--- src/verilog/pwm_ctrl_pkg.sv ---
package pwm_ctrl_pkg;
    // Register offsets on the byte-wide control port.
    localparam logic [5:0] OFS_CLOCK_PRESCALE_ENABLE_CTRL = 6'h00;
    localparam logic [5:0] OFS_RAMP_AND_OVERRIDE_CTRL     = 6'h01;
    localparam logic [5:0] OFS_OUTPUT_ROUTE_UPDATE_CTRL   = 6'h02;
    localparam logic [5:0] OFS_OVERRIDE_LEVEL_CTRL        = 6'h03;
    localparam logic [5:0] OFS_COMMAND_STROBE_CTRL        = 6'h04;
    localparam logic [5:0] OFS_STATUS                     = 6'h0E;
    localparam logic [5:0] OFS_CAPTURE_FIRST_LOW          = 6'h22;
    localparam logic [5:0] OFS_CAPTURE_FIRST_HIGH         = 6'h23;
    localparam logic [5:0] OFS_CAPTURE_SECOND_LOW         = 6'h24;
    localparam logic [5:0] OFS_CAPTURE_SECOND_HIGH        = 6'h25;
    localparam logic [2:0] OFS_COMPARE_BLOCK              = 3'h5;
    localparam logic [5:0] OFS_FIRST_CLEAR_HIGH           = 6'h2B;
    localparam logic [5:0] OFS_SECOND_CLEAR_HIGH          = 6'h2F;

    // Compare buffer indices: first set, first clear, second set, second clear.
    localparam logic [1:0] CMP_A_SET = 2'h0;
    localparam logic [1:0] CMP_A_CLR = 2'h1;
    localparam logic [1:0] CMP_B_SET = 2'h2;
    localparam logic [1:0] CMP_B_CLR = 2'h3;

    // Field positions.
    localparam int ENABLE_BIT      = 0;
    localparam int XDIV_LSB        = 1;
    localparam int CDIV_LSB        = 3;
    localparam int CLKSRC_LSB      = 5;
    localparam int OVR_BIT         = 0;
    localparam int AUTO_BIT        = 1;
    localparam int FIFTY_BIT       = 3;
    localparam int C_ROUTE_BIT     = 6;
    localparam int D_ROUTE_BIT     = 7;
    localparam int DIS_EOC_BIT     = 7;
    localparam int CMD_LSB         = 0;
    localparam int CMD_MSB         = 4;
    localparam int ST_ENABLE_READY_FLAG_BIT    = 0;
    localparam int ST_COMMAND_READY_FLAG_BIT   = 1;

    // Command strobe bits inside the command code.
    localparam int CMD_LOAD_EOC  = 0;
    localparam int CMD_LOAD_NOW  = 1;
    localparam int CMD_RESTART   = 2;
    localparam int CMD_CAPTURE_A = 3;
    localparam int CMD_CAPTURE_B = 4;

    // Ramp modes.
    localparam logic [1:0] SINGLE_RAMP   = 2'h0;
    localparam logic [1:0] DOUBLE_RAMP   = 2'h1;
    localparam logic [1:0] QUAD_RAMP     = 2'h2;
    localparam logic [1:0] UP_DOWN_SLOPE = 2'h3;

    // Counter divider reload values for divide by 1, 4 and 32.
    localparam logic [4:0] CDIV_LIM_1  = 5'h00;
    localparam logic [4:0] CDIV_LIM_4  = 5'h03;
    localparam logic [4:0] CDIV_LIM_32 = 5'h1F;

    // Crossing divider masks for divide by 1, 2, 4 and 8.
    localparam logic [2:0] XMASK_1 = 3'h0;
    localparam logic [2:0] XMASK_2 = 3'h1;
    localparam logic [2:0] XMASK_4 = 3'h3;
    localparam logic [2:0] XMASK_8 = 3'h7;

    // Crossing-divider ticks a write needs to reach the core side.
    localparam logic [1:0] SYNC_TICKS = 2'h2;

    localparam logic [7:0] RESET_BYTE = 8'h00;
endpackage

--- src/verilog/pwm_timer_control_regs.sv ---
// The implementer's own choice: the plain strobed port.
`timescale 1ns/1ns
// Notes on behaviour
// - Counter divider code 0,1,2 divides by 1,4,32; code 3 reserved.
// - Crossing divider codes 0..3 divide the core clock by 1,2,4,8.
// - Enable bit writes cross automatically to the core side; 1 runs, 0 stops.
// - Enable bit writes take effect only while enable ready is high; disable-at-cycle-end clears it while ready is low.
// - Enable bit is writable whenever enable ready is high; other first-register fields lock while enabled.
// - Ramp mode 0,1,2,3 selects single, double, quad ramp, up-down slope.
// - Bits 7 and 6 route waveform A (0) or B (1) to outputs D, C.
// - With mirror set, second compare writes also land in first compare registers.
// - With auto-load, writing second clear high byte requests a cycle-end load.
// - With mirror and auto-load, first clear high byte writes also request one.
// - Override bit replaces waveform outputs by per-phase level bits.
// - Levels bits 0-3 for A, 4-7 for B; A-off, A-on, B-off, B-on ascending.
// - Level bits have no effect unless override is set.
// - Single ramp: A uses only A-off/A-on, B only B-off/B-on levels.
// - Disable-at-cycle-end stops the counter at cycle end; enable ready low until then.
// - Disable-at-cycle-end is ignored while the enable bit is crossing.
// - Capture strobes copy the counter into capture registers after crossing.
// - Restart strobe restarts the counter after crossing.
// - Immediate load strobe moves all buffered registers after crossing.
// - Cycle-end load strobe moves buffered registers at the next cycle end.
// - Command strobes are ignored while an earlier command is crossing.
// - Command ready drops on a command and returns once it reached the core.
// - Clock source field: 0 oscillator, 1 reserved, 2 external, 3 system clock.
module pwm_timer_control_regs (
    input  wire logic         ref_clk,
    input  wire logic         sys_rst,
    input  wire logic [5:0]   addr,
    input  wire logic [7:0]   wdata,
    input  wire logic         wr_en,
    input  wire logic         rd_en,
    output logic      [7:0]   rdata,
    input  wire logic         cycle_end,
    input  wire logic [11:0]  counter_value,
    input  wire logic [1:0]   ramp_phase,
    input  wire logic         phase_a_on,
    input  wire logic         phase_b_on,
    input  wire logic         wave_a_raw,
    input  wire logic         wave_b_raw,
    output logic              core_enable,
    output logic              count_tick,
    output logic              sync_tick,
    output logic [1:0]        core_clock_source,
    output logic [1:0]        ramp_mode_field,
    output logic              enable_ready_flag,
    output logic              command_ready_flag,
    output logic              capture_a_pulse,
    output logic              capture_b_pulse,
    output logic              restart_pulse,
    output logic              load_pulse,
    output logic [11:0]       cmp_a_set,
    output logic [11:0]       cmp_a_clr,
    output logic [11:0]       cmp_b_set,
    output logic [11:0]       cmp_b_clr,
    output logic              waveform_a,
    output logic              waveform_b,
    output logic              out_c_wave,
    output logic              out_d_wave
);
    import pwm_ctrl_pkg::*;

    typedef struct packed {
        logic [1:0]        clk_src;
        logic [1:0]        cdiv;
        logic [1:0]        xdiv;
        logic              enable;
        logic [1:0]        ramp;
        logic              d_route;
        logic              c_route;
        logic              fifty;
        logic              auto_load;
        logic              ovr;
        logic [7:0]        levels;
        logic [3:0][11:0]  cmp_buf;
        logic [3:0][11:0]  cmp_act;
        logic [11:0]       cap_a;
        logic [11:0]       cap_b;
        logic              en_busy;
        logic [1:0]        en_cnt;
        logic              core_en;
        logic              dis_arm;
        logic              cmd_busy;
        logic [1:0]        cmd_cnt;
        logic [4:0]        cmd_code;
        logic              eoc_arm;
        logic [2:0]        xdiv_cnt;
        logic              sync_tick;
        logic [4:0]        cdiv_cnt;
        logic              count_tick;
        logic [7:0]        rdata;
        logic              en_rdy;
        logic              cmd_rdy;
        logic              cap_a_p;
        logic              cap_b_p;
        logic              restart_p;
        logic              load_p;
        logic              wave_a;
        logic              wave_b;
        logic              out_c;
        logic              out_d;
    } state_t;

    state_t s_r;
    state_t s_nxt;

    ////////////////////////////////////////////////////////////////////////////
    // Next-state logic for dividers, crossings, register port and outputs.
    always_comb begin
        logic [2:0]  xmask;
        logic [4:0]  clim;
        logic [1:0]  idx;
        logic [3:0]  nib;
        logic        cmd_req_ok;
        xmask      = XMASK_1;
        clim       = CDIV_LIM_1;
        idx        = 2'h0;
        nib        = 4'h0;
        cmd_req_ok = 1'b0;
        s_nxt           = s_r;
        s_nxt.rdata     = RESET_BYTE;
        s_nxt.cap_a_p   = 1'b0;
        s_nxt.cap_b_p   = 1'b0;
        s_nxt.restart_p = 1'b0;
        s_nxt.load_p    = 1'b0;

        // Crossing divider: a tick every 1, 2, 4 or 8 clocks.
        unique case (s_r.xdiv)
            2'h0: xmask = XMASK_1;
            2'h1: xmask = XMASK_2;
            2'h2: xmask = XMASK_4;
            2'h3: xmask = XMASK_8;
        endcase
        s_nxt.xdiv_cnt  = s_r.xdiv_cnt + 3'h1;
        s_nxt.sync_tick = ((s_r.xdiv_cnt & xmask) == xmask);

        // Counter divider; the reserved code falls back to divide by one.
        unique case (s_r.cdiv)
            2'h1:    clim = CDIV_LIM_4;
            2'h2:    clim = CDIV_LIM_32;
            default: clim = CDIV_LIM_1;
        endcase
        if (s_r.core_en && s_r.cdiv_cnt >= clim) begin
            s_nxt.cdiv_cnt   = 5'h00;
            s_nxt.count_tick = 1'b1;
        end else if (s_r.core_en) begin
            s_nxt.cdiv_cnt   = s_r.cdiv_cnt + 5'h01;
            s_nxt.count_tick = 1'b0;
        end else begin
            s_nxt.cdiv_cnt   = 5'h00;
            s_nxt.count_tick = 1'b0;
        end

        // Enable crossing: the core side follows after two divider ticks.
        if (s_r.en_busy && s_r.sync_tick) begin
            if (s_r.en_cnt == SYNC_TICKS - 2'h1) begin
                s_nxt.core_en = s_r.enable;
                s_nxt.en_busy = 1'b0;
                s_nxt.en_cnt  = 2'h0;
            end else begin
                s_nxt.en_cnt = s_r.en_cnt + 2'h1;
            end
        end

        // A stopped core has no cycle end to wait for, so it disarms at once.
        if (s_r.dis_arm && (cycle_end || !s_r.core_en)) begin
            s_nxt.core_en = 1'b0;
            s_nxt.enable  = 1'b0;
            s_nxt.dis_arm = 1'b0;
        end

        // Buffered compare values waiting for the end of the counter cycle.
        if (s_r.eoc_arm && cycle_end) begin
            s_nxt.cmp_act = s_r.cmp_buf;
            s_nxt.load_p  = 1'b1;
            s_nxt.eoc_arm = 1'b0;
        end

        // Command crossing; the strobes fire once the code reaches the core.
        if (s_r.cmd_busy && s_r.sync_tick) begin
            if (s_r.cmd_cnt == SYNC_TICKS - 2'h1) begin
                s_nxt.cmd_busy  = 1'b0;
                s_nxt.cmd_cnt   = 2'h0;
                s_nxt.cap_a_p   = s_r.cmd_code[CMD_CAPTURE_A];
                s_nxt.cap_b_p   = s_r.cmd_code[CMD_CAPTURE_B];
                s_nxt.restart_p = s_r.cmd_code[CMD_RESTART];
                if (s_r.cmd_code[CMD_CAPTURE_A]) begin
                    s_nxt.cap_a = counter_value;
                end
                if (s_r.cmd_code[CMD_CAPTURE_B]) begin
                    s_nxt.cap_b = counter_value;
                end
                if (s_r.cmd_code[CMD_LOAD_NOW]) begin
                    s_nxt.cmp_act = s_r.cmp_buf;
                    s_nxt.load_p  = 1'b1;
                end
                if (s_r.cmd_code[CMD_LOAD_EOC]) begin
                    s_nxt.eoc_arm = 1'b1;
                end
            end else begin
                s_nxt.cmd_cnt = s_r.cmd_cnt + 2'h1;
            end
        end

        ////////////////////////////////////////////////////////////////////////
        // Register writes.
        if (wr_en) begin
            unique case (addr)
                OFS_CLOCK_PRESCALE_ENABLE_CTRL: begin
                    // Only the enable bit may move while the timer runs.
                    if (!(s_r.core_en || s_r.enable)) begin
                        s_nxt.clk_src = wdata[CLKSRC_LSB+:2];
                        s_nxt.cdiv    = wdata[CDIV_LSB+:2];
                        s_nxt.xdiv    = wdata[XDIV_LSB+:2];
                    end
                    if (!s_r.en_busy && !s_r.dis_arm) begin
                        s_nxt.enable  = wdata[ENABLE_BIT];
                        s_nxt.en_busy = 1'b1;
                        s_nxt.en_cnt  = 2'h0;
                    end
                end
                OFS_RAMP_AND_OVERRIDE_CTRL: begin
                    s_nxt.ramp = wdata[1:0];
                end
                OFS_OUTPUT_ROUTE_UPDATE_CTRL: begin
                    s_nxt.d_route   = wdata[D_ROUTE_BIT];
                    s_nxt.c_route   = wdata[C_ROUTE_BIT];
                    s_nxt.fifty     = wdata[FIFTY_BIT];
                    s_nxt.auto_load = wdata[AUTO_BIT];
                    s_nxt.ovr       = wdata[OVR_BIT];
                end
                OFS_OVERRIDE_LEVEL_CTRL: begin
                    s_nxt.levels = wdata;
                end
                OFS_COMMAND_STROBE_CTRL: begin
                    if (wdata[DIS_EOC_BIT] && !s_r.en_busy && !s_r.dis_arm) begin
                        s_nxt.dis_arm = 1'b1;
                    end
                    if (|wdata[CMD_MSB:CMD_LSB] && !s_r.cmd_busy) begin
                        s_nxt.cmd_code = wdata[CMD_MSB:CMD_LSB];
                        s_nxt.cmd_busy = 1'b1;
                        s_nxt.cmd_cnt  = 2'h0;
                    end
                end
                default: begin
                    if (addr[5:3] == OFS_COMPARE_BLOCK) begin
                        idx = addr[2:1];
                        if (addr[0]) begin
                            s_nxt.cmp_buf[idx][11:8] = wdata[3:0];
                        end else begin
                            s_nxt.cmp_buf[idx][7:0] = wdata;
                        end
                        // Mirror second-waveform writes onto the first one.
                        if (s_r.fifty && idx[1]) begin
                            if (addr[0]) begin
                                s_nxt.cmp_buf[{1'b0, idx[0]}][11:8] = wdata[3:0];
                            end else begin
                                s_nxt.cmp_buf[{1'b0, idx[0]}][7:0] = wdata;
                            end
                        end
                        cmd_req_ok = s_r.auto_load && !s_r.cmd_busy;
                        if (cmd_req_ok && (addr == OFS_SECOND_CLEAR_HIGH ||
                            (s_r.fifty && addr == OFS_FIRST_CLEAR_HIGH))) begin
                            s_nxt.cmd_code = 5'h01;
                            s_nxt.cmd_busy = 1'b1;
                            s_nxt.cmd_cnt  = 2'h0;
                        end
                    end
                end
            endcase
        end

        ////////////////////////////////////////////////////////////////////////
        // Register reads; unmapped offsets read as zero.
        if (rd_en) begin
            unique case (addr)
                OFS_CLOCK_PRESCALE_ENABLE_CTRL:
                    s_nxt.rdata = {1'b0, s_r.clk_src, s_r.cdiv, s_r.xdiv, s_r.enable};
                OFS_RAMP_AND_OVERRIDE_CTRL:   s_nxt.rdata = {6'h00, s_r.ramp};
                OFS_OUTPUT_ROUTE_UPDATE_CTRL:
                    s_nxt.rdata = {s_r.d_route, s_r.c_route, 2'h0, s_r.fifty, 1'b0, s_r.auto_load, s_r.ovr};
                OFS_OVERRIDE_LEVEL_CTRL:      s_nxt.rdata = s_r.levels;
                OFS_COMMAND_STROBE_CTRL:      s_nxt.rdata = RESET_BYTE;
                OFS_STATUS:                   s_nxt.rdata = {6'h00, s_r.cmd_rdy, s_r.en_rdy};
                OFS_CAPTURE_FIRST_LOW:        s_nxt.rdata = s_r.cap_a[7:0];
                OFS_CAPTURE_FIRST_HIGH:       s_nxt.rdata = {4'h0, s_r.cap_a[11:8]};
                OFS_CAPTURE_SECOND_LOW:       s_nxt.rdata = s_r.cap_b[7:0];
                OFS_CAPTURE_SECOND_HIGH:      s_nxt.rdata = {4'h0, s_r.cap_b[11:8]};
                default: begin
                    if (addr[5:3] == OFS_COMPARE_BLOCK) begin
                        nib = s_r.cmp_buf[addr[2:1]][11:8];
                        s_nxt.rdata = addr[0] ? {4'h0, nib} : s_r.cmp_buf[addr[2:1]][7:0];
                    end
                end
            endcase
        end

        // Status flags follow the crossings, so they drop right after a write.
        s_nxt.en_rdy  = !s_nxt.en_busy && !s_nxt.dis_arm;
        s_nxt.cmd_rdy = !s_nxt.cmd_busy;

        ////////////////////////////////////////////////////////////////////////
        // Waveform override; single ramp picks only each waveform's own phases
        // because the two compare windows may overlap there.
        if (!s_r.ovr) begin
            s_nxt.wave_a = wave_a_raw;
            s_nxt.wave_b = wave_b_raw;
        end else if (s_r.ramp == SINGLE_RAMP) begin
            s_nxt.wave_a = s_r.levels[{2'h0, phase_a_on}];
            s_nxt.wave_b = s_r.levels[{2'h3, phase_b_on}];
        end else begin
            s_nxt.wave_a = s_r.levels[{1'b0, ramp_phase}];
            s_nxt.wave_b = s_r.levels[{1'b1, ramp_phase}];
        end
        s_nxt.out_c = s_r.c_route ? s_nxt.wave_b : s_nxt.wave_a;
        s_nxt.out_d = s_r.d_route ? s_nxt.wave_b : s_nxt.wave_a;
    end

    // One register holds the whole state.
    always_ff @(posedge ref_clk) begin
        if (sys_rst) begin
            s_r <= '0;
        end else begin
            s_r <= s_nxt;
        end
    end

    ////////////////////////////////////////////////////////////////////////////
    // Outputs straight from the state register.
    assign rdata              = s_r.rdata;
    assign core_enable        = s_r.core_en;
    assign count_tick         = s_r.count_tick;
    assign sync_tick          = s_r.sync_tick;
    assign core_clock_source  = s_r.clk_src;
    assign ramp_mode_field    = s_r.ramp;
    assign enable_ready_flag  = s_r.en_rdy;
    assign command_ready_flag = s_r.cmd_rdy;
    assign capture_a_pulse    = s_r.cap_a_p;
    assign capture_b_pulse    = s_r.cap_b_p;
    assign restart_pulse      = s_r.restart_p;
    assign load_pulse         = s_r.load_p;
    assign cmp_a_set          = s_r.cmp_act[CMP_A_SET];
    assign cmp_a_clr          = s_r.cmp_act[CMP_A_CLR];
    assign cmp_b_set          = s_r.cmp_act[CMP_B_SET];
    assign cmp_b_clr          = s_r.cmp_act[CMP_B_CLR];
    assign waveform_a         = s_r.wave_a;
    assign waveform_b         = s_r.wave_b;
    assign out_c_wave         = s_r.out_c;
    assign out_d_wave         = s_r.out_d;
endmodule

--- config.mk ---
export PLATFORM = sky130hd
export DESIGN_NAME = pwm_timer_control_regs
export DESIGN_NICKNAME = d
export VERILOG_FILES = /design/src/verilog/pwm_ctrl_pkg.sv /design/src/verilog/pwm_timer_control_regs.sv
export SDC_FILE = /design/constraint.sdc
export NUM_CORES = 1
export LEC_CHECK = 0
export ABC_AREA = 1
export BUFFER_PORTS_ARGS = -buffer_cell sky130_fd_sc_hd__buf_2
export CORE_MARGIN = 4
export CORE_UTILIZATION = 40
export CTS_CLUSTER_SIZE = 24
export DETAILED_ROUTE_END_ITERATION = 12
export SETUP_SLACK_MARGIN = 0.3
export SKIP_CTS_REPAIR_TIMING = 1
export SLEW_MARGIN = 20
export SYNTH_ARGS = -nofsm -noshare
export SYNTH_HDL_FRONTEND = slang
export SYNTH_SLANG_ARGS = --single-unit
--- constraint.sdc ---
create_clock -name ref_clk -period 1.6 [get_ports ref_clk]
set_clock_uncertainty 0.1 [all_clocks]
set_input_delay 0.08 -clock ref_clk [delete_from_list [all_inputs] [get_ports ref_clk]]
set_output_delay 0.08 -clock ref_clk [all_outputs]
set_load 0.005 [all_outputs]
==> impl_summary.md <==
Critical path
The sort of element at the start of the critical path is a flop. The top fanout value on the critical path is 5. The worst path required time is 1820 ps.

The worst endpoint data arrival time is 1880 ps. The category of the critical setup timing path is reg -> reg. The kind of end point of the critical path is a flop.

The register-to-register path setup slack is -50 ps.

CTS
The worst-skew pair later-pin latency is 440 ps. In this run the number of H-tree levels came out at 4. The total clock sinks is approximately 180. Clock-pin slew was measured on the worst setup and hold paths at 60 ps. Clock tree synthesis inserted a total of 17 buffers. The buffer levels on the longest clock path is 2. CTS placed an instance of clkbuf_16 at the clock tree root.

The clock tree from TritonCTS is built.

Place
In this run, placement finished with an instance count of 1,524. The number of buffers added on ports is between 100 and 150. The global placer's final weighted congestion is 0.9530. The half-perimeter wire length after detailed placement is about 18,000 µm.

Detailed routing
In this run, the number of DRC markers left after iteration 0 of detailed routing was 746. The number of antenna-violating nets in the routed design is 0. For this run, design rule violations remaining after detail routing come to 0. The first TritonRoute pass finished after 5 iterations.

The highest layer touched by signal routing is met4. The total wire length after detailed routing is 25,980 µm. The final route contains 7,920 vias. Detailed routing placed a total of 11,630 µm of wire on met2. Using the TritonRoute via totals, the vias-per-cell ratio works out to 4.938. The routed length per placed instance is 16.20 µm. In the detailed route, the total length drawn on met3 is 1555 µm.

The met1 routed wirelength after detailed routing is between 10,000 and 15,000 µm.

Timing
The max-slew violation count came to 0. At the pin with the least slew margin, the transition time is around 450 ps. Setup violations remaining at the end of the flow were counted as 6. The routed design could run at a clock period as short as around 1700 ps. The count of endpoints failing hold in the final timing report was 0. Measured against its own limit, the worst slew margin works out to 69.73%. Setup repair after global routing could not meet its margin everywhere. The final critical-path setup slack is -54.91 ps. The final critical path takes up 103.4% of the cycle. Based on the critical path, the design can be clocked at up to 604.3 MHz.

Global route
The via count of the first global-routing pass is 7,040. The global-route wire length before repair is approximately 38,000 µm. The total track usage is 20.34%.

The total congestion overflow after global routing is 0. Entering global routing, the biggest net connects a little under 70 pins. The number of antenna violations at the first check in global routing is 1.

Pwr
The overall power is a little under 10 mW. Summed over all cells, the static leakage comes to 5.027 nW. In this run, the combinational gates consume 7.0% of the power.

Dividing total power by cell area gives a power density of 871.1 nW/µm². The maximum ir drop on the vdd rail is slightly below 700 µV. The analysis attributes to net switching a power of 2.299 mW. The clock network burns 45.7% of the power. The switching power as a share of total power is 23.51%. The total internal power is 7.481 mW. Sequential cells burn 47.3% of the power.

Yosys
The synthesized net count is 1,226. The synthesized design spends more area on one cell type than any other, namely dfxtp_1. The number of warning messages in the yosys log is 0. The cell count after synthesis came out at 1,181.

A synthesized cell averages 7.047 µm². In this run, distinct cell masters in the synthesized netlist total 34. The share of synthesized area in the top cell type comes to 44.26%. In this run, synthesis produced a sequential element count of 184.

Sequential cells were found to cover 44.26% of the synthesized design area. The synthesized netlist occupies a cell area of 8323 µm². Yosys attributes the largest share of cell area to dfxtp_1 44%, nand2_1 11%, nor2_1 9.7%.

Status
The checks that failed: negative setup slack. The run finished, with violations left.

Hold path
The path category of the worst min-delay check is in -> reg.

Layout
Cells with a size suffix above 1 make up 32.48% of the layout. The total of fill cells in the finished design is 1,947. The count of cells in the finished layout, fillers not included, comes to between 1,500 and 2,000.

Compared with the post-synthesis result, the final layout area differs by 34.89%. Summing all multi-input logic gate instances after layout gives 4347 µm². Registers take 3699 µm². The final-stage net count is 1,366.

Floorplan
The die covers 23,180 µm². The effective utilization at floorplan is 40.87%. The initialized floorplan defines 52 standard-cell rows. The top-level I/O count is 110. The total area inside the core boundary comes to 20,360 µm². The die boundary height is 152.2 µm. Measured along the x axis, the die boundary spans 152.2 µm.

Flow run
Max-cap violations in this run came to 0.
-- path summary, 6_finish.rpt --
path	cells past startpoint	from	to
max reg2reg	11	s_r[180]$_SDFFE_PP0P_	s_r[19]$_SDFF_PP0_
min	3	rd_en	rdata[2]$_SDFF_PP0_
min reg2reg	2	s_r[40]$_SDFF_PP0_	s_r[40]$_SDFF_PP0_
max	11	s_r[180]$_SDFFE_PP0P_	s_r[19]$_SDFF_PP0_
-- cell usage after synthesis --
master and count:
ha_1 8, nor3_1 3, buf_2 17, a21oi_1 98, inv_1 109, nand3_4 3, or2_2 3, o211ai_1 1
a22oi_1 2, nand2_2 3, nor2_8 1, clkbuf_1 30, a211oi_1 2, o21ai_0 114, xor2_1 2, clkinv_1 1
nor2_4 5, o2111ai_1 4, buf_1 1, and3_1 1, nand2_4 2, inv_2 1, buf_6 1, xnor2_1 2
o22ai_1 1, nand4_1 11, dfxtp_1 184, nor2_1 214, nor3_2 2, o21bai_1 1, buf_4 60, nand3_1 47
nand3_2 2, nand2_1 245
-- stage by stage --
| stage | worst slack (ps) | hold WS [ps] | utilization (%) | setup TNS (ps) | instance area [µm²] |
|---|---|---|---|---|---|
| after floorplan | 87.93 | 114.9 | - | 0 | 8558 |
| after global placement | -9.557 | 237.3 | 45.51 | -16.36 | 9268 |
| after detailed placement | -25.53 | 238.5 | 45.51 | -70.21 | 9268 |
| after CTS | -48.00 | -212.3 | 48.57 | -211.7 | 9892 |
| after global routing | -122.7 | 12.66 | 55.13 | -651.7 | 11230 |
| final | -54.91 | 17.34 | 55.13 | -279.6 | 11230 |
-- area by class of cell --
class / count / share of cell area, %
Inverter: 111 / 3.934
Timing Repair Buffer: 226 / 15.81
Tap cell: 270 / 3.009
Clock inverter: 10 / 1.282
Antenna cell: 1 / 0.02229
Multi-Input combinational cell: 781 / 38.72
Clock buffer: 21 / 4.280
Sequential cell: 184 / 32.94
-- layer usage --
| metal | global-route usage (%) | up-vias |
|---|---|---|
| met5 | 0 | - |
| met4 | 6.122 | 0 |
| met3 | 3.380 | 36 |
| met2 | 30.42 | 251 |
| met1 | 30.06 | 3635 |
| li1 | - | 3998 |
-- cell usage in the layout, fill, tap and decap left out, drive strengths merged --
| cell type | n |
|---|---|
| xnor2 | 2 |
| nand4 | 11 |
| ha | 8 |
| or2 | 3 |
| inv | 108 |
| o21bai | 1 |
| clkinvlp | 4 |
| dlygate4sd3 | 20 |
| diode | 1 |
| nor3 | 5 |
| a22oi | 2 |
| dfxtp | 184 |
| o2111ai | 4 |
| nand3 | 54 |
| xor2 | 2 |
| nor2 | 220 |
| clkbuf | 27 |
| nand2 | 252 |
| a211oi | 2 |
| clkinv | 6 |
| buf | 200 |
| o22ai | 1 |
| o211ai | 1 |
| a21oi | 98 |
| o21ai | 114 |
| bufinv | 3 |
| and3 | 1 |
-- power by group through the flow --
stage                     clock [mW]  combinational, mW  sequential, mW
after floorplan                    0              0.277            4.73
after global routing            4.72              0.731            4.63
final                           4.47              0.681            4.63
after global placement             0              0.543            4.73
after detailed placement           0              0.543            4.73
after CTS                       4.52              0.545            4.63
-- critical path: stages, from the launching register on --
cell and delay (ps):
dfxtp_2 330, inv_2 50, ha_4 270, inv_2 40
ha_4 250, nand2_2 30, inv_1 40, nand4_1 70
nand4_1 120, nand2_2 90, nand3_4 100, nor2_1 50
-- logic make-up after synthesis --
kind of cell             synth area share, %
adder cells (fa/ha/maj)                1.203
flip-flops                             44.26
buffers and inverters                  12.97
AO/OA/AOI/OAI                          13.79
AND/OR/NAND/NOR                        27.36
XOR/XNOR                              0.4210
Power figures use the tool's default switching activity.
